`src/rtl/sslc_pkg.sv`:
```
package sslc_pkg;

  // ----------------------------------------
  // register indices; byte address is four times the index
  // ----------------------------------------
  localparam logic [15:0] SSLC_IDX_BREAK_STATUS   = 16'hFE00;
  localparam logic [15:0] SSLC_IDX_RESET_CAUSE    = 16'hFE01;
  localparam logic [15:0] SSLC_IDX_BREAK_FLAG_CTL = 16'hFE03;
  localparam logic [15:0] SSLC_IDX_IRQ_ONE        = 16'hFE04;
  localparam logic [15:0] SSLC_IDX_IRQ_TWO        = 16'hFE05;
  localparam logic [15:0] SSLC_IDX_IRQ_THREE      = 16'hFE06;
  localparam logic [15:0] SSLC_IDX_LP_CTRL        = 16'hFE08;

  // ----------------------------------------
  // field positions
  // ----------------------------------------
  localparam int SSLC_BIT_EXITED_WAIT = 1;
  localparam int SSLC_BIT_CLEAR_EN    = 0;
  localparam int SSLC_BIT_RC_POWERON  = 7;
  localparam int SSLC_BIT_RC_PIN      = 6;
  localparam int SSLC_BIT_RC_WDOG     = 5;
  localparam int SSLC_BIT_RC_OPCODE   = 4;
  localparam int SSLC_BIT_RC_FETCH    = 3;
  localparam int SSLC_BIT_RC_BROWN    = 1;
  localparam int SSLC_BIT_LP_SHORT    = 0;
  localparam int SSLC_BIT_LP_WDOGDIS  = 1;

  // ----------------------------------------
  // reset values
  // ----------------------------------------
  localparam logic [7:0] SSLC_RST_IRQ       = 8'h00;
  localparam logic [7:0] SSLC_RST_CAUSE     = 8'h80;
  localparam logic       SSLC_RST_CLEAR_EN  = 1'b0;
  localparam logic       SSLC_RST_EXIT_WAIT = 1'b0;
  localparam logic [1:0] SSLC_RST_LP_CTRL   = 2'h0;

  // ----------------------------------------
  // timing, in oscillator cycles
  // ----------------------------------------
  localparam int          SSLC_CNT_WIDTH    = 13;
  localparam logic [12:0] SSLC_RECOVER_LONG = 13'h1000;
  localparam logic [12:0] SSLC_RECOVER_SHRT = 13'h0020;

  // ----------------------------------------
  // types
  // ----------------------------------------
  typedef enum logic [1:0] {
    SSLC_RUN,
    SSLC_WAIT,
    SSLC_STOP,
    SSLC_RECOVER
  } sslc_mode_t;

  typedef struct packed {
    logic poweron;
    logic pin;
    logic wdog;
    logic opcode;
    logic fetch;
    logic brownout;
  } sslc_reset_src_t;

  typedef struct packed {
    logic enter_wait;
    logic enter_stop;
    logic break_req;
    logic irq_any;
  } sslc_cpu_evt_t;

endpackage

```
`src/rtl/sslc_edge_sync.sv`:
```
`timescale 1ns/1ns
module sslc_edge_sync
  import sslc_pkg::*;
#(
  parameter int W = 1
) (
  // clock and reset
  input  wire logic         clk_sys_i,
  input  wire logic         rst_n_i,
  // async in, synced out
  input  wire logic [W-1:0] async_i,
  output logic      [W-1:0] sync_o,
  output logic      [W-1:0] rise_o
);

  logic [W-1:0] meta_reg;
  logic [W-1:0] sync_reg;
  logic [W-1:0] last_reg;

  always_ff @(posedge clk_sys_i or negedge rst_n_i) begin
    if (!rst_n_i) begin
      meta_reg <= '0;
      sync_reg <= '0;
      last_reg <= '0;
    end else begin
      meta_reg <= async_i;
      sync_reg <= meta_reg;
      last_reg <= sync_reg;
    end
  end

  assign sync_o = sync_reg;
  assign rise_o = sync_reg & ~last_reg;

endmodule // sslc_edge_sync

```
`src/rtl/sslc_recover_cnt.sv`:
```
`timescale 1ns/1ns
module sslc_recover_cnt
  import sslc_pkg::*;
(
  // clock and reset
  input  wire logic                      clk_sys_i,
  input  wire logic                      rst_n_i,
  // control
  input  wire logic                      osc_fall_i,
  input  wire logic                      hold_i,
  input  wire logic                      short_i,
  output logic                           done_o,
  output logic [SSLC_CNT_WIDTH-1:0]      count_o
);

  logic [SSLC_CNT_WIDTH-1:0] cnt_reg;
  logic [SSLC_CNT_WIDTH-1:0] limit;

  assign limit = short_i ? SSLC_RECOVER_SHRT : SSLC_RECOVER_LONG;

  // counts on the oscillator falling-edge enable
  always_ff @(posedge clk_sys_i or negedge rst_n_i) begin
    if (!rst_n_i) begin
      cnt_reg <= '0;
    end else if (hold_i) begin
      cnt_reg <= '0;
    end else if (osc_fall_i) begin
      cnt_reg <= cnt_reg + 13'h0001;
    end
  end

  assign done_o  = !hold_i && (cnt_reg >= limit);
  assign count_o = cnt_reg;

endmodule // sslc_recover_cnt

```
`src/rtl/sslc_top.sv`:
```
// Local design decision: the APB interface to the registers.
`timescale 1ns/1ns
// Behaviour
// - status one: flags 6..1 in bits 7..2, low bits zero
// - status two: flags 14..7 in bits 7..0
// - status three: flags 16,15 in bits 1,0, rest zero
// - flags follow requests, reset zero, writes ignored
// - reset sources equal, above interrupts, no arbitration
// - break forces the software interrupt vector
// - in break, clearing allowed only with clear enable; reset cause read and exited-wait write still clear without it
// - flag cleared in enabled break stays cleared
// - two-step clears protected in break; later step clears
// - wait or stop clears the interrupt mask
// - wait stops cpu clocks only; enabled interrupt wakes
// - reset or break ends wait; break sets exited-wait
// - watchdog runs in wait unless disabled
// - stop clears counter and gates both clock outputs
// - stop ends on interrupt, reset or break; stack after recovery
// - recovery 4096 oscillator cycles, 32 with short option
// - counter held from stop until recovery starts
// - write zero clears exited-wait; set by break exit
// - reset cause holds six source flags, last cause set
// - power-on sets its flag, clears the others
// - reading reset cause clears it
// - counter is 13 bits, steps on oscillator falling edge
module sslc_top
  import sslc_pkg::*;
(
  // clock and reset
  input  wire logic            clk_sys_i,
  input  wire logic            rst_n_i,
  // apb slave
  input  wire logic            psel_i,
  input  wire logic            penable_i,
  input  wire logic            pwrite_i,
  input  wire logic [17:0]     paddr_i,
  input  wire logic [31:0]     pwdata_i,
  input  wire logic [3:0]      pstrb_i,
  output logic      [31:0]     prdata_o,
  output logic                 pready_o,
  output logic                 pslverr_o,
  // peripheral interrupt requests, flag 1 in bit 0
  input  wire logic [15:0]     irq_req_i,
  input  wire logic [15:0]     irq_en_i,
  // reset sources, pulsed from outside the clock domain
  input  wire sslc_reset_src_t reset_src_i,
  // cpu events from the core, same clock
  input  wire sslc_cpu_evt_t   cpu_evt_i,
  // break module output and oscillator clock (pins)
  input  wire logic            break_in_i,
  input  wire logic            oscillator_clock_i,
  // mask options
  input  wire logic            short_recovery_option_i,
  input  wire logic            watchdog_disable_option_i,
  // status-flag clear permission to other modules
  input  wire logic            flag_clear_req_i,
  output logic                 flag_clear_ok_o,
  // cpu control
  output logic                 cpu_reset_o,
  output logic                 cpu_clk_en_o,
  output logic                 periph_clk_en_o,
  output logic                 generator_bus_clock_out_en_o,
  output logic                 oscillator_clock_en_o,
  output logic                 force_swi_vector_o,
  output logic                 clear_imask_o,
  output logic                 stack_start_o,
  output logic                 watchdog_run_o,
  output logic [1:0]           mode_o
);

  // ----------------------------------------
  // synchronisers
  // ----------------------------------------
  logic [15:0] irq_sync;
  logic [5:0]  rst_rise;
  logic [5:0]  rst_lvl;
  logic        brk_sync;
  logic        brk_rise;
  logic        osc_sync;
  logic        osc_fall_unused;
  logic        osc_last_reg;
  logic        osc_fall;

  sslc_edge_sync #(.W(16)) u_irq_sync (
    .clk_sys_i (clk_sys_i),
    .rst_n_i   (rst_n_i),
    .async_i   (irq_req_i),
    .sync_o    (irq_sync),
    .rise_o    ()
  );

  sslc_edge_sync #(.W(6)) u_rst_sync (
    .clk_sys_i (clk_sys_i),
    .rst_n_i   (rst_n_i),
    .async_i   (reset_src_i),
    .sync_o    (rst_lvl),
    .rise_o    (rst_rise)
  );

  sslc_edge_sync #(.W(2)) u_pin_sync (
    .clk_sys_i (clk_sys_i),
    .rst_n_i   (rst_n_i),
    .async_i   ({break_in_i, oscillator_clock_i}),
    .sync_o    ({brk_sync, osc_sync}),
    .rise_o    ({brk_rise, osc_fall_unused})
  );

  always_ff @(posedge clk_sys_i or negedge rst_n_i) begin
    if (!rst_n_i) begin
      osc_last_reg <= 1'b0;
    end else begin
      osc_last_reg <= osc_sync;
    end
  end
  assign osc_fall = osc_last_reg & ~osc_sync;

  // ----------------------------------------
  // apb decode
  // ----------------------------------------
  function automatic logic hit(input logic [17:0] a, input logic [15:0] idx);
    hit = (a[1:0] == 2'h0) && (a[17:2] == idx);
  endfunction

  logic apb_acc;
  logic apb_wr;
  logic apb_rd;
  logic mapped;

  assign apb_acc = psel_i && penable_i;
  assign apb_wr  = apb_acc && pwrite_i && pstrb_i[0];
  assign apb_rd  = apb_acc && !pwrite_i;
  assign mapped  = hit(paddr_i, SSLC_IDX_BREAK_STATUS) || hit(paddr_i, SSLC_IDX_RESET_CAUSE)
                || hit(paddr_i, SSLC_IDX_BREAK_FLAG_CTL) || hit(paddr_i, SSLC_IDX_IRQ_ONE)
                || hit(paddr_i, SSLC_IDX_IRQ_TWO) || hit(paddr_i, SSLC_IDX_IRQ_THREE)
                || hit(paddr_i, SSLC_IDX_LP_CTRL);

  assign pready_o  = 1'b1;
  assign pslverr_o = apb_acc && !mapped;

  // ----------------------------------------
  // interrupt status flags
  // ----------------------------------------
  logic [15:0] irq_flag_reg;

  always_ff @(posedge clk_sys_i or negedge rst_n_i) begin
    if (!rst_n_i) begin
      irq_flag_reg <= {SSLC_RST_IRQ, SSLC_RST_IRQ};
    end else begin
      irq_flag_reg <= irq_sync;
    end
  end

  // ----------------------------------------
  // reset cause
  // ----------------------------------------
  logic [7:0] cause_reg;
  logic       any_reset;

  assign any_reset = |rst_rise;

  always_ff @(posedge clk_sys_i or negedge rst_n_i) begin
    if (!rst_n_i) begin
      cause_reg <= SSLC_RST_CAUSE;
    end else if (rst_rise[5]) begin
      cause_reg <= SSLC_RST_CAUSE;
    end else begin
      // new causes win over a same-cycle read clear
      if (apb_rd && hit(paddr_i, SSLC_IDX_RESET_CAUSE)) begin
        cause_reg <= 8'h00;
      end
      if (rst_rise[4]) cause_reg[SSLC_BIT_RC_PIN] <= 1'b1;
      if (rst_rise[3]) cause_reg[SSLC_BIT_RC_WDOG] <= 1'b1;
      if (rst_rise[2]) cause_reg[SSLC_BIT_RC_OPCODE] <= 1'b1;
      if (rst_rise[1]) cause_reg[SSLC_BIT_RC_FETCH] <= 1'b1;
      if (rst_rise[0]) cause_reg[SSLC_BIT_RC_BROWN] <= 1'b1;
    end
  end

  // ----------------------------------------
  // break state and flag protection
  // ----------------------------------------
  logic clear_en_reg;
  logic in_break_reg;
  logic pend_step_reg;

  always_ff @(posedge clk_sys_i or negedge rst_n_i) begin
    if (!rst_n_i) begin
      clear_en_reg <= SSLC_RST_CLEAR_EN;
    end else if (apb_wr && hit(paddr_i, SSLC_IDX_BREAK_FLAG_CTL)) begin
      clear_en_reg <= pwdata_i[SSLC_BIT_CLEAR_EN];
    end
  end

  always_ff @(posedge clk_sys_i or negedge rst_n_i) begin
    if (!rst_n_i) begin
      in_break_reg <= 1'b0;
    end else if (any_reset) begin
      in_break_reg <= 1'b0;
    end else begin
      in_break_reg <= brk_sync;
    end
  end

  // vector forcing on the break edge, reset first
  always_ff @(posedge clk_sys_i or negedge rst_n_i) begin
    if (!rst_n_i) begin
      force_swi_vector_o <= 1'b0;
    end else begin
      force_swi_vector_o <= brk_rise && !any_reset;
    end
  end

  // a request held back in break sets pend_step_reg until break ends; nothing acts on it
  always_ff @(posedge clk_sys_i or negedge rst_n_i) begin
    if (!rst_n_i) begin
      pend_step_reg <= 1'b0;
    end else if (!in_break_reg) begin
      pend_step_reg <= 1'b0;
    end else if (flag_clear_req_i && !clear_en_reg) begin
      pend_step_reg <= 1'b1;
    end
  end

  // clears granted in break are final; blocked ones need a new request after break
  assign flag_clear_ok_o = !in_break_reg || clear_en_reg;

  // ----------------------------------------
  // low-power control
  // ----------------------------------------
  sslc_mode_t mode_reg;
  logic       exit_wait_reg;
  logic [1:0] lp_ctrl_reg;
  logic       hold_cnt;
  logic       rec_done;
  logic       wake_irq;
  logic       short_sel;

  assign wake_irq  = |(irq_sync & irq_en_i);
  assign short_sel = short_recovery_option_i || lp_ctrl_reg[SSLC_BIT_LP_SHORT];
  assign hold_cnt  = (mode_reg == SSLC_STOP);

  sslc_recover_cnt u_cnt (
    .clk_sys_i  (clk_sys_i),
    .rst_n_i    (rst_n_i),
    .osc_fall_i (osc_fall),
    .hold_i     (hold_cnt),
    .short_i    (short_sel),
    .done_o     (rec_done),
    .count_o    ()
  );

  always_ff @(posedge clk_sys_i or negedge rst_n_i) begin
    if (!rst_n_i) begin
      lp_ctrl_reg <= SSLC_RST_LP_CTRL;
    end else if (apb_wr && hit(paddr_i, SSLC_IDX_LP_CTRL)) begin
      lp_ctrl_reg <= pwdata_i[1:0];
    end
  end

  always_ff @(posedge clk_sys_i or negedge rst_n_i) begin
    if (!rst_n_i) begin
      mode_reg <= SSLC_RUN;
    end else if (any_reset) begin
      mode_reg <= SSLC_RUN;
    end else begin
      unique case (mode_reg)
        SSLC_RUN: begin
          if (cpu_evt_i.enter_stop) begin
            mode_reg <= SSLC_STOP;
          end else if (cpu_evt_i.enter_wait) begin
            mode_reg <= SSLC_WAIT;
          end
        end
        SSLC_WAIT: begin
          if (brk_rise || wake_irq) begin
            mode_reg <= SSLC_RUN;
          end
        end
        SSLC_STOP: begin
          if (brk_rise || wake_irq) begin
            mode_reg <= SSLC_RECOVER;
          end
        end
        SSLC_RECOVER: begin
          if (rec_done) begin
            mode_reg <= SSLC_RUN;
          end
        end
      endcase
    end
  end

  // break exit from wait sets the flag; set beats a same-cycle write of zero
  always_ff @(posedge clk_sys_i or negedge rst_n_i) begin
    if (!rst_n_i) begin
      exit_wait_reg <= SSLC_RST_EXIT_WAIT;
    end else if (mode_reg == SSLC_WAIT && brk_rise && !any_reset) begin
      exit_wait_reg <= 1'b1;
    end else if (apb_wr && hit(paddr_i, SSLC_IDX_BREAK_STATUS) && !pwdata_i[SSLC_BIT_EXITED_WAIT]) begin
      exit_wait_reg <= 1'b0;
    end
  end

  always_ff @(posedge clk_sys_i or negedge rst_n_i) begin
    if (!rst_n_i) begin
      clear_imask_o <= 1'b0;
      stack_start_o <= 1'b0;
    end else begin
      clear_imask_o <= mode_reg == SSLC_RUN && (cpu_evt_i.enter_wait || cpu_evt_i.enter_stop);
      stack_start_o <= !any_reset && ((mode_reg == SSLC_WAIT && wake_irq && !brk_rise)
                    || (mode_reg == SSLC_RECOVER && rec_done));
    end
  end

  always_ff @(posedge clk_sys_i or negedge rst_n_i) begin
    if (!rst_n_i) begin
      cpu_reset_o <= 1'b1;
    end else begin
      cpu_reset_o <= |rst_lvl;
    end
  end

  assign cpu_clk_en_o                 = (mode_reg == SSLC_RUN);
  assign periph_clk_en_o              = (mode_reg == SSLC_RUN) || (mode_reg == SSLC_WAIT);
  assign generator_bus_clock_out_en_o = (mode_reg != SSLC_STOP) && (mode_reg != SSLC_RECOVER);
  assign oscillator_clock_en_o        = (mode_reg != SSLC_STOP);
  assign watchdog_run_o = !watchdog_disable_option_i && !lp_ctrl_reg[SSLC_BIT_LP_WDOGDIS]
                        && (mode_reg != SSLC_STOP);
  assign mode_o = mode_reg;

  // ----------------------------------------
  // read mux
  // ----------------------------------------
  logic [7:0] rd_byte;

  always_comb begin
    rd_byte = 8'h00;
    if (hit(paddr_i, SSLC_IDX_BREAK_STATUS)) begin
      rd_byte[SSLC_BIT_EXITED_WAIT] = exit_wait_reg;
    end else if (hit(paddr_i, SSLC_IDX_RESET_CAUSE)) begin
      rd_byte = cause_reg;
    end else if (hit(paddr_i, SSLC_IDX_BREAK_FLAG_CTL)) begin
      rd_byte[SSLC_BIT_CLEAR_EN] = clear_en_reg;
    end else if (hit(paddr_i, SSLC_IDX_IRQ_ONE)) begin
      rd_byte = {irq_flag_reg[5:0], 2'b00};
    end else if (hit(paddr_i, SSLC_IDX_IRQ_TWO)) begin
      rd_byte = irq_flag_reg[13:6];
    end else if (hit(paddr_i, SSLC_IDX_IRQ_THREE)) begin
      rd_byte = {6'b000000, irq_flag_reg[15:14]};
    end else if (hit(paddr_i, SSLC_IDX_LP_CTRL)) begin
      rd_byte = {6'b000000, lp_ctrl_reg};
    end
  end

  always_ff @(posedge clk_sys_i or negedge rst_n_i) begin
    if (!rst_n_i) begin
      prdata_o <= 32'h0000_0000;
    end else if (psel_i && !penable_i && !pwrite_i) begin
      prdata_o <= {24'h000000, rd_byte};
    end
  end

endmodule // sslc_top

```
`config.mk`:
```
export PLATFORM = sky130hd
export DESIGN_NAME = sslc_top
export DESIGN_NICKNAME = d
export VERILOG_FILES = /design/src/rtl/sslc_pkg.sv /design/src/rtl/sslc_edge_sync.sv /design/src/rtl/sslc_recover_cnt.sv /design/src/rtl/sslc_top.sv
export SDC_FILE = /design/constraint.sdc
export NUM_CORES = 1
export LEC_CHECK = 0
export ABC_AREA = 1
export BUFFER_PORTS_ARGS = -buffer_cell sky130_fd_sc_hd__clkbuf_2
export CAP_MARGIN = 20
export CORE_AREA = 8 8 102 104
export CTS_BUF_LIST = sky130_fd_sc_hd__clkbuf_16
export CTS_CLUSTER_DIAMETER = 60
export DETAILED_ROUTE_END_ITERATION = 6
export DIE_AREA = 0 0 110 112
export GPL_TIMING_DRIVEN = 1
export PLACE_DENSITY = 0.83
export RECOVER_POWER = 50
export SETUP_SLACK_MARGIN = 0.02
export SLEW_MARGIN = 20
export SYNTH_ARGS = -nofsm -noshare
export SYNTH_HDL_FRONTEND = slang
export SYNTH_SLANG_ARGS = --single-unit
```
`constraint.sdc`:
```
create_clock -name clk_sys_i -period 4.6 [get_ports clk_sys_i]
set_input_delay 1.15 -clock clk_sys_i [delete_from_list [all_inputs] [get_ports clk_sys_i]]
set_output_delay 1.15 -clock clk_sys_i [all_outputs]
set_load 0.01 [all_outputs]
```
# After elaboration in Yosys (flattened, before gate mapping)
# Index checks and enable logic that the tools add are counted.
dict set report classes {
  reduce_logical 67
  addsub 1
  magnitude_cmp 1
  bitwise_logic 7
  n_mux 30
  eq_ne 16
}
# operator count
set ops {}
lappend ops {{16-bit equality test (second input constant)} 7}
lappend ops {{8-bit two-way mux} 6}
lappend ops {{13-bit two-way mux} 3}
lappend ops {{1-bit logical AND} 31}
lappend ops {{16-bit AND} 1}
lappend ops {{16-bit OR reduction} 1}
lappend ops {{3-bit nonzero test} 5}
lappend ops {{2-bit two-way mux} 7}
lappend ops {{13-bit by 1-bit adder with 13-bit output (second input constant)} 1}
lappend ops {{13-bit greater-or-equal comparator} 1}
lappend ops {{1-bit logical OR} 12}
lappend ops {{6-bit OR reduction} 2}
lappend ops {{1-bit two-way mux} 11}
lappend ops {{1-bit logical NOT} 10}
lappend ops {{3-bit inequality test (second input constant)} 3}
lappend ops {{2-bit case mux with 4 select lines} 1}
lappend ops {{7-bit two-way mux} 1}
lappend ops {{6-bit AND} 1}
lappend ops {{6-bit two-way mux} 1}
lappend ops {{6-bit inverter} 1}
lappend ops {{2-bit nonzero test} 3}
lappend ops {{2-bit equality test (second input constant)} 2}
lappend ops {{2-bit logical NOT} 2}
lappend ops {{2-bit inequality test (second input constant)} 2}
lappend ops {{other kinds (7)} 7}
dict set report totals {
  regBits 113
  elab_cells 149
  input_bits 106
}

# Longest topological paths before layout
# Gate-level depths: netlist (run 1).
dict set report depth {
  word_depth 10
  mapped_depth 13
}

# Hierarchy
# A second synthesis (run 1) with hierarchy kept.
dict set report hier_totals {
  hier_cells 528
  hier_area_um2 5248.8
}
# mod seq_area_each_um2 cells_per_inst area_each_um2 instances
set modules_own_cells {}
lappend modules_own_cells {sslc_top 1053.5 290 2323.5 1}
lappend modules_own_cells {{sslc_edge_sync (u_irq_sync)} 1201.2 80 1361.3 1}
lappend modules_own_cells {sslc_recover_cnt 325.3 118 883.3 1}
lappend modules_own_cells {{sslc_edge_sync (u_rst_sync)} 450.4 30 510.5 1}
lappend modules_own_cells {{sslc_edge_sync (u_pin_sync)} 150.1 10 170.2 1}

# Worst setup path after synthesis (run 1)
# Ideal clock, no wire load.
dict set report synth_path {
  path_type {input to output}
  start {input port paddr_i[1]}
  end {output port pslverr_o}
  required_ns 3.450
  t_arrival_ns 1.923
  n_path_buf 0
  slack_ns 1.527
  stages 8
  cell_sequence {nor2_4 -> nand3_1 -> nor2_4 -> nand2_2 -> nor3_4 -> nor2_1 -> nand3_1 -> nor2_1}
}
dict set report synth_between {
  elab_chain_cells 10
}
# element line
set synth_lines {}
lappend synth_lines {{from (decl)} sslc_top.sv:36} ;# input wire logic [17:0] paddr_i,
lappend synth_lines {{2-bit logical NOT *} sslc_top.sv:121} ;# hit = (a[1:0] == 2'h0) && (a[17:2] == idx);
lappend synth_lines {{1-bit logical AND} sslc_top.sv:121}
lappend synth_lines {{1-bit logical OR} sslc_top.sv:132} ;# assign mapped = hit(paddr_i, SSLC_IDX_BREAK_STATUS) || hit(paddr_i, SSLC_IDX_RESET_CAUSE)
lappend synth_lines {{1-bit logical OR (2 in a row)} sslc_top.sv:133} ;# || hit(paddr_i, SSLC_IDX_BREAK_FLAG_CTL) || hit(paddr_i, SSLC_IDX_IRQ_ONE)
lappend synth_lines {{1-bit logical OR (2 in a row)} sslc_top.sv:134} ;# || hit(paddr_i, SSLC_IDX_IRQ_TWO) || hit(paddr_i, SSLC_IDX_IRQ_THREE)
lappend synth_lines {{1-bit logical OR *} sslc_top.sv:135} ;# || hit(paddr_i, SSLC_IDX_LP_CTRL);
lappend synth_lines {{1-bit logical NOT *} sslc_top.sv:138} ;# assign pslverr_o = apb_acc && !mapped;
lappend synth_lines {{1-bit logical AND *} sslc_top.sv:138}
lappend synth_lines {{to (decl)} sslc_top.sv:41} ;# output logic pslverr_o,
# Mark *: on every way between the ends. The rest lies on a longest branch, timed or not.

# Worst setup path after layout (run 1)
# Ends and elaborated chain as after synthesis.

==> metrics.md, run 1 <==
| Metric | Value |
|---|---|
| Status | `complete, but fails checks` |
| Failing checks | `capacitance limit, slew limit` |
| Mean Syn Cell Area | `between 9 and 10 sq um` |
| Leading area contributor after synthesis | `dfrtp_1` |
| Vias post-DR | `about 3500` |
| Clock Latency Late Sink | `between 300 and 400 ps` |
| Initial Util | `0.524` |
| Warnings, synthesis | `0` |
| Crit Path Class | `in -> out` |
| Largest net degree at the start of global routing | `60` |
| Post-synthesis cell type count | `35` |
| Clock transition at path regs | `around 70 ps` |
| Commonest cells in the netlist | `nand2_1, dfrtp_1, inv_1, nor2_1, nand3_1` |
| # IOs | `~150` |
| Drt total wl | `9.82 mm` |
| Share of cells above drive strength 1 | `0.244` |
| Core area | `slightly below 9000 sq um` |
| # rows | `35` |
| Fin Setup TNS | `0 ps` |
| TritonCTS clock tree | `done` |
| Fmax | `between 0.2 and 0.3 GHz` |
| Final Util | `0.614` |
| CTS Root Cell | `clkbuf_16` |
| Final count of pins violating max slew | `60` |
| Cell Area, Synth | `~4700 sq um` |
| Worst Max-Slew Pin Slew | `just under 3000 ps` |
| Number of buffers added on ports | `90` |
| Max_slew headroom | `-0.958` |
| Post-CTS Setup Repair Bufs | `0` |
| Dpl cells | `slightly below 700` |
| First-pass GRT wire length | `between 15 and 20 mm` |
| Worst min-delay path class | `reg -> reg` |
| Worst Path Max Fanout | `5` |
| DRC errors left | `0` |
| # H-tree levels | `3` |
| Critical Path RT | `3450 ps` |
| Cts repair resizes | `0` |
| Final Wtd Congestion | `around 0.90` |
| Placed cell area | `just over 5000 sq um` |
| Max cap viols | `1` |
| Die Wd | `between 100 and 150 um` |
| Crit path time final | `roughly 3400 ps` |
| Gate Count Post-Synth | `roughly 490` |
| Number of flops mapped to enable cells by yosys | `0` |
| Final instance area | `approximately 5500 sq um` |
| Unrepaired setup endpoints after global routing | `false` |
| Initial antenna violation count | `0` |
| Max IR drop VDD | `roughly 0.29 mV` |
| CP Capture Type | `output pin` |
| Area share of the largest cell type after synthesis | `0.580` |
| CTS Sinks | `110` |
| Seq/Total Area, Yosys | `0.591` |
| DRT iter0 DRCs | `between 200 and 250` |
| Final nets | `just under 700` |
| Startpoint types | `input pin` |
| Drt pass-1 iters | `4` |
| Pleak | `2.87 nW` |
| GRT Overall Usage | `0.168` |
| Vias per cell | `4.93` |
| Final hold viol count | `0` |
| Post-DP HPWL | `~7.4 mm` |
| P&R area growth vs syn | `17.1%` |
| Largest cells by area after synthesis | `dfrtp_1, nand2_1, buf_4` |
| Clock Path Buffers | `2` |
| Post-route ant nets | `0` |
| # setup viols final | `0` |
| Post-route insts no fill | `between 700 and 800` |
| Die Y-Extent | `roughly 110 um` |
| Pwr/cell area | `about 370 nW/um^2` |
| Grt ovf | `0` |
| Crit path DAT | `2270 ps` |
| Ys flop type | `dfrtp_1` |
| Vias in the first global route | `3648` |
| Wire per inst | `between 10 and 15 um` |
| #FFs+latches synth | `110` |
| Hold Buf Count CTS | `0` |
| Async S/R FF share, synth | `1.00` |
| Count leader, synth | `nand2_1` |
| Tcrit/Tclk final | `0.744` |
| TritonCTS Buffers | `9` |
| Clock Skews | `between 6 and 7 ps` |
| Antenna diodes | `0` |
| Die area | `about 12000 sq um` |
==> critical path, stage by stage <==
cell	delay, ps
clkbuf_2	100
nor2_4	130
nand3_1	110
nor2_4	180
nand2_2	100
nor3_4	160
nor2_1	70
nand3_1	80
nor2_1	50
clkbuf_2	130
==> layout make-up <==
| class | instances | area [sq um] |
|---|---|---|
| Clock buffer | 9 | 225 |
| Clock inverter | 7 | 93.8 |
| Fill cell | 731 | 3430 |
| Inverter | 55 | 206 |
| Multi-Input combinational cell | 318 | 1570 |
| Sequential cell | 110 | 2760 |
| Tap cell | 111 | 139 |
| Timing Repair Buffer | 92 | 463 |
==> logic make-up after synthesis <==
| logic type | share of synthesized area |
|---|---|
| AND/OR/NAND/NOR | 0.267 |
| flip-flops | 0.591 |
| buffers and inverters | 0.0867 |
| AO/OA/AOI/OAI | 0.0430 |
| adder cells (fa/ha/maj) | 0.0107 |
| other | 0.00161 |
==> through the flow <==
step	hold WS (ps)	total power, mW	setup slack, ps
2_1_floorplan	331	1.17	1530
3_3_place_gp	331	1.24	1220
3_5_place_dp	335	1.25	1180
4_1_cts	352	2.03	1170
5_1_grt	359	2.10	566
6_report	351	2.01	1180
==> cells in the final DEF, fill, tap and decap left out, types with 3 or more instances in the layout <==
master	Yosys	final
clkbuf_2	1	88
nor2_1	43	43
nor3_1	6	7
dfrtp_1	108	108
nor2_8	3	3
clkinv_8	0	3
nand4_1	16	16
conb_1	2	25
a21oi_1	16	16
nor2_2	4	4
clkbuf_16	0	9
nand2_1	129	130
nor2_4	8	8
ha_1	4	4
nand3_1	28	28
o21ai_0	11	11
inv_1	47	47
nand2_2	5	4
nand2_4	3	3
inv_2	7	7
==> report_power, final <==
| part | internal [mW] | leakage, nW | switching [mW] |
|---|---|---|---|
| combinational | 0.0615 | 1.38 | 0.115 |
| clock | 0.396 | 0.154 | 0.388 |
| sequential | 1.02 | 1.34 | 0.0340 |
| total | 1.48 | 2.87 | 0.537 |
==> routing by layer <==
layer,up-vias,GRT usage,wire [um]
met5,-,0,0
li1,1691,-,-
met3,19,0.0358,692
met4,0,0.0712,212
met1,1627,0.202,3980
met2,127,0.279,4940
==> worst paths after layout <==
kind | start | endpoint | slack [ps] | cells after the start
max in group asynchronous | rst_n_i | u_irq_sync.sync_o[15]$_DFF_PN0_ | 1200 | 1
min reg2reg | u_irq_sync.meta_reg[6]$_DFF_PN0_ | u_irq_sync.sync_o[6]$_DFF_PN0_ | 350 | 0
min in group asynchronous | rst_n_i | prdata_o[1]$_DFFE_PN0P_ | 1750 | 1
max reg2reg | lp_ctrl_reg[0]$_DFFE_PN0P_ | mode_o[1]$_DFFE_PN0P_ | 2590 | 9
max | paddr_i[1] | pslverr_o | 1180 | 10
min | u_irq_sync.meta_reg[6]$_DFF_PN0_ | u_irq_sync.sync_o[6]$_DFF_PN0_ | 350 | 0
No activity file was read; power rests on OpenSTA's default activity.
==> run 2: changes to the inputs <==
--- a/config.mk
+++ b/config.mk
@@ -8,13 +8,13 @@
 export ABC_AREA = 1
 export BUFFER_PORTS_ARGS = -buffer_cell sky130_fd_sc_hd__clkbuf_2
 export CAP_MARGIN = 20
-export CORE_AREA = 8 8 102 104
+export CORE_AREA = 8 8 110 112
 export CTS_BUF_LIST = sky130_fd_sc_hd__clkbuf_16
 export CTS_CLUSTER_DIAMETER = 60
 export DETAILED_ROUTE_END_ITERATION = 6
-export DIE_AREA = 0 0 110 112
+export DIE_AREA = 0 0 118 120
 export GPL_TIMING_DRIVEN = 1
-export PLACE_DENSITY = 0.83
+export PLACE_DENSITY = 0.75
 export RECOVER_POWER = 50
 export SETUP_SLACK_MARGIN = 0.02
 export SLEW_MARGIN = 20
==> constraint.sdc (replaced) <==
create_clock -name clk_sys_i -period 3 [get_ports clk_sys_i]
set_input_delay 0.75 -clock clk_sys_i [delete_from_list [all_inputs] [get_ports clk_sys_i]]
set_output_delay 0.75 -clock clk_sys_i [all_outputs]
set_load 0.01 [all_outputs]
==> run 2 against run 1 <==
Effect of this change:
- via count down 0.81%
- the flow now finishes without violations
- clock skew up 2.8 ps
- core utilization down 9.0 points
- first-iteration DRC count down 25%
- critical path depth unchanged
- design area up 0.96%
- hold slack about the same
- final cell count up 4.3%
- routed wire length down 1.3%
- critical endpoint unchanged
- worst setup slack worse by 800 ps
- global-route usage down 2.7 points
- count of clock-buffer cells in the layout unchanged
- critical path type unchanged
==> metrics.md, run 2 (synthesized netlist as in run 1, its figures left out) <==
| Metric | Value |
|---|---|
| Fmax | `~0.38 GHz` |
| Final hold viol count | `0 (unchanged)` |
| Core area | `10500 sq um (was 8890 sq um)` |
| Worst Max-Slew Pin Slew | `1420 ps (was 2940 ps)` |
| CTS Root Cell | `clkbuf_16 (unchanged)` |
| Tot Pwr | `3.04 mW (was 2.01 mW)` |
| Initial antenna violation count | `0 (unchanged)` |
| Fin Setup TNS | `0 ps (unchanged)` |
| # H-tree levels | `3 (unchanged)` |
| Critical Path RT | `2250 ps (was 3450 ps)` |
| Worst path slowest cell | `nor2_4 (unchanged)` |
| CTS Sinks | `110 (unchanged)` |
| Grt ovf | `0 (unchanged)` |
| Clock Latency Late Sink | `340 ps (was 350 ps)` |
| Post-route ant nets | `0 (unchanged)` |
| Post-CTS Setup Repair Bufs | `0 (unchanged)` |
| P&R area growth vs syn | `18.2% (was 17.1%)` |
| RR Startpoint | `lp_ctrl_reg[0]$_DFFE_PN0P_ (unchanged)` |
| Final Wtd Congestion | `0.880 (was 0.897)` |
| Tcrit/Tclk final | `0.873` |
| CP Capture Type | `output pin (unchanged)` |
| # rows | `38 (was 35)` |
| Pwr/cell area | `551 nW/um^2 (was 369 nW/um^2)` |
| Worst Setup EP | `pslverr_o (unchanged)` |
| Pleak | `2.88 nW (was 2.87 nW)` |
| GRT Overall Usage | `0.141 (was 0.168)` |
| DRT iter0 DRCs | `154 (was 204)` |
| Clock transition at path regs | `70 ps (about the same)` |
| Max_slew headroom | `0.0504 (was -0.958)` |
| Cts repair resizes | `0 (unchanged)` |
| Final nets | `697 (was 696)` |
| Worst min-delay path class | `reg -> reg (unchanged)` |
| Startpoint types | `input pin (unchanged)` |
| Crit path DAT | `1870 ps (was 2270 ps)` |
| Hold Buf Count CTS | `0 (unchanged)` |
| Wire per inst | `13.2 um (was 14.0 um)` |
| Placed cell area | `5210 sq um (was 5160 sq um)` |
| Die Wd | `118 um (was 110 um)` |
| Max IR drop VDD | `0.343 mV (was 0.288 mV)` |
| Unrepaired setup endpoints after global routing | `false (unchanged)` |
| CP Cell Sequence | `clkbuf_2 > nor2_4 > nand3_1 > nor2_4 > nand2_2 > nor3_4 > nor2_1 > nand3_1 > nor2_1 > clkbuf_2 (unchanged)` |
| # setup viols final | `0 (unchanged)` |
| TritonCTS Buffers | `9 (unchanged)` |
| Status | `finished clean (was complete, but fails checks)` |
| Clock Skews | `9.00 ps (was 6.16 ps)` |
| Drt pass-1 iters | `4 (unchanged)` |
| Max stage delay on crit path | `180 ps (about the same)` |
| R2R Setup Slk | `1080 ps (was 2590 ps)` |
| Crit path time final | `2620 ps` |
| Share of cells above drive strength 1 | `0.252 (was 0.244)` |
| Fillers | `964 (was 731)` |
| Commonest non-fill, non-tap cell in the layout | `nand2_1 (unchanged)` |
| # IOs | `152 (unchanged)` |
| Crit Path Class | `in -> out (unchanged)` |
| Die area | `14200 sq um (was 12300 sq um)` |
| Most frequent cells in the layout | `nand2_1, dfrtp_1, clkbuf_2, inv_1, nor2_1 (unchanged)` |
| Worst setup path start | `paddr_i[1] (unchanged)` |
| Antenna diodes | `0 (unchanged)` |
| Hold WS | `351 ps (about the same)` |
| Worst R2R Path Depth | `10 (was 9)` |
| Max cap viols | `0 (was 1)` |
| Drt total wl | `9.69 mm (was 9.82 mm)` |
| Final instance area | `5510 sq um (was 5460 sq um)` |
| TritonCTS clock tree | `done (unchanged)` |
| Vias post-DR | `3436 (was 3464)` |
| Post-DP HPWL | `7.56 mm (was 7.41 mm)` |
| Largest net degree at the start of global routing | `62 (was 60)` |
| Initial Util | `0.444 (was 0.524)` |
| Vias in the first global route | `3526 (was 3648)` |
| First-pass GRT wire length | `16.4 mm (about the same)` |
| Worst Path Max Fanout | `5 (unchanged)` |
| Number of buffers added on ports | `90 (unchanged)` |
| RR Endpoint | `mode_o[1]$_DFFE_PN0P_ (unchanged)` |
| Die Y-Extent | `120 um (was 112 um)` |
| Final count of pins violating max slew | `0 (was 60)` |
| Vias per cell | `4.69 (was 4.93)` |
| DRC errors left | `0 (unchanged)` |
| Clock Path Buffers | `2 (unchanged)` |
[run 2: worst min path at each step]
stage                                      startpoint                              end  cells past startpoint
floorplan            u_irq_sync.meta_reg[0]$_DFF_PN0_   u_irq_sync.sync_o[0]$_DFF_PN0_                      0
global placement     u_irq_sync.meta_reg[3]$_DFF_PN0_   u_irq_sync.sync_o[3]$_DFF_PN0_                      0
detailed placement  u_irq_sync.meta_reg[10]$_DFF_PN0_  u_irq_sync.sync_o[10]$_DFF_PN0_                      0
CTS                 u_irq_sync.meta_reg[10]$_DFF_PN0_  u_irq_sync.sync_o[10]$_DFF_PN0_                      0
global route         u_rst_sync.meta_reg[0]$_DFF_PN0_   u_rst_sync.sync_o[0]$_DFF_PN0_                      0
finish              u_irq_sync.meta_reg[10]$_DFF_PN0_  u_irq_sync.sync_o[10]$_DFF_PN0_                      0
[run 2: area by class of cell]
class                           instances  area (sq um)  share of cell area
Sequential cell                       110          2760               0.500
Clock inverter                          7          73.8              0.0134
Tap cell                              140           175              0.0318
Multi-Input combinational cell        318          1590               0.288
Timing Repair Buffer                   93           485              0.0881
Inverter                               55           206              0.0375
Clock buffer                            9           225              0.0409
[run 2: report_power, final]
part | total [mW] | switching (mW) | leakage [nW] | internal, mW
registers | 1.61 | 0.0505 | 1.34 | 1.56
logic | 0.278 | 0.179 | 1.40 | 0.0987
clock network | 1.15 | 0.560 | 0.144 | 0.588
[run 2: stage by stage]
stage | utilization | cells | setup slack, ps
floorplan | - | 510 | 727
global placement | 0.496 | 716 | 415
detailed placement | 0.496 | 716 | 390
CTS | 0.525 | 732 | 384
global route | 0.524 | 732 | 230
finish | 0.524 | 732 | 381
[run 2: per-layer routing]
layer  share of wire  global-route usage
met1            0.44               0.176
met2            0.47               0.227
met3           0.075              0.0437
met4           0.012              0.0536
met5               0                   0
[run 2: worst max-delay path: cells and delay by family]
kind,cells,cell delay [ps]
buf+inv,2,230
simple gates,8,870
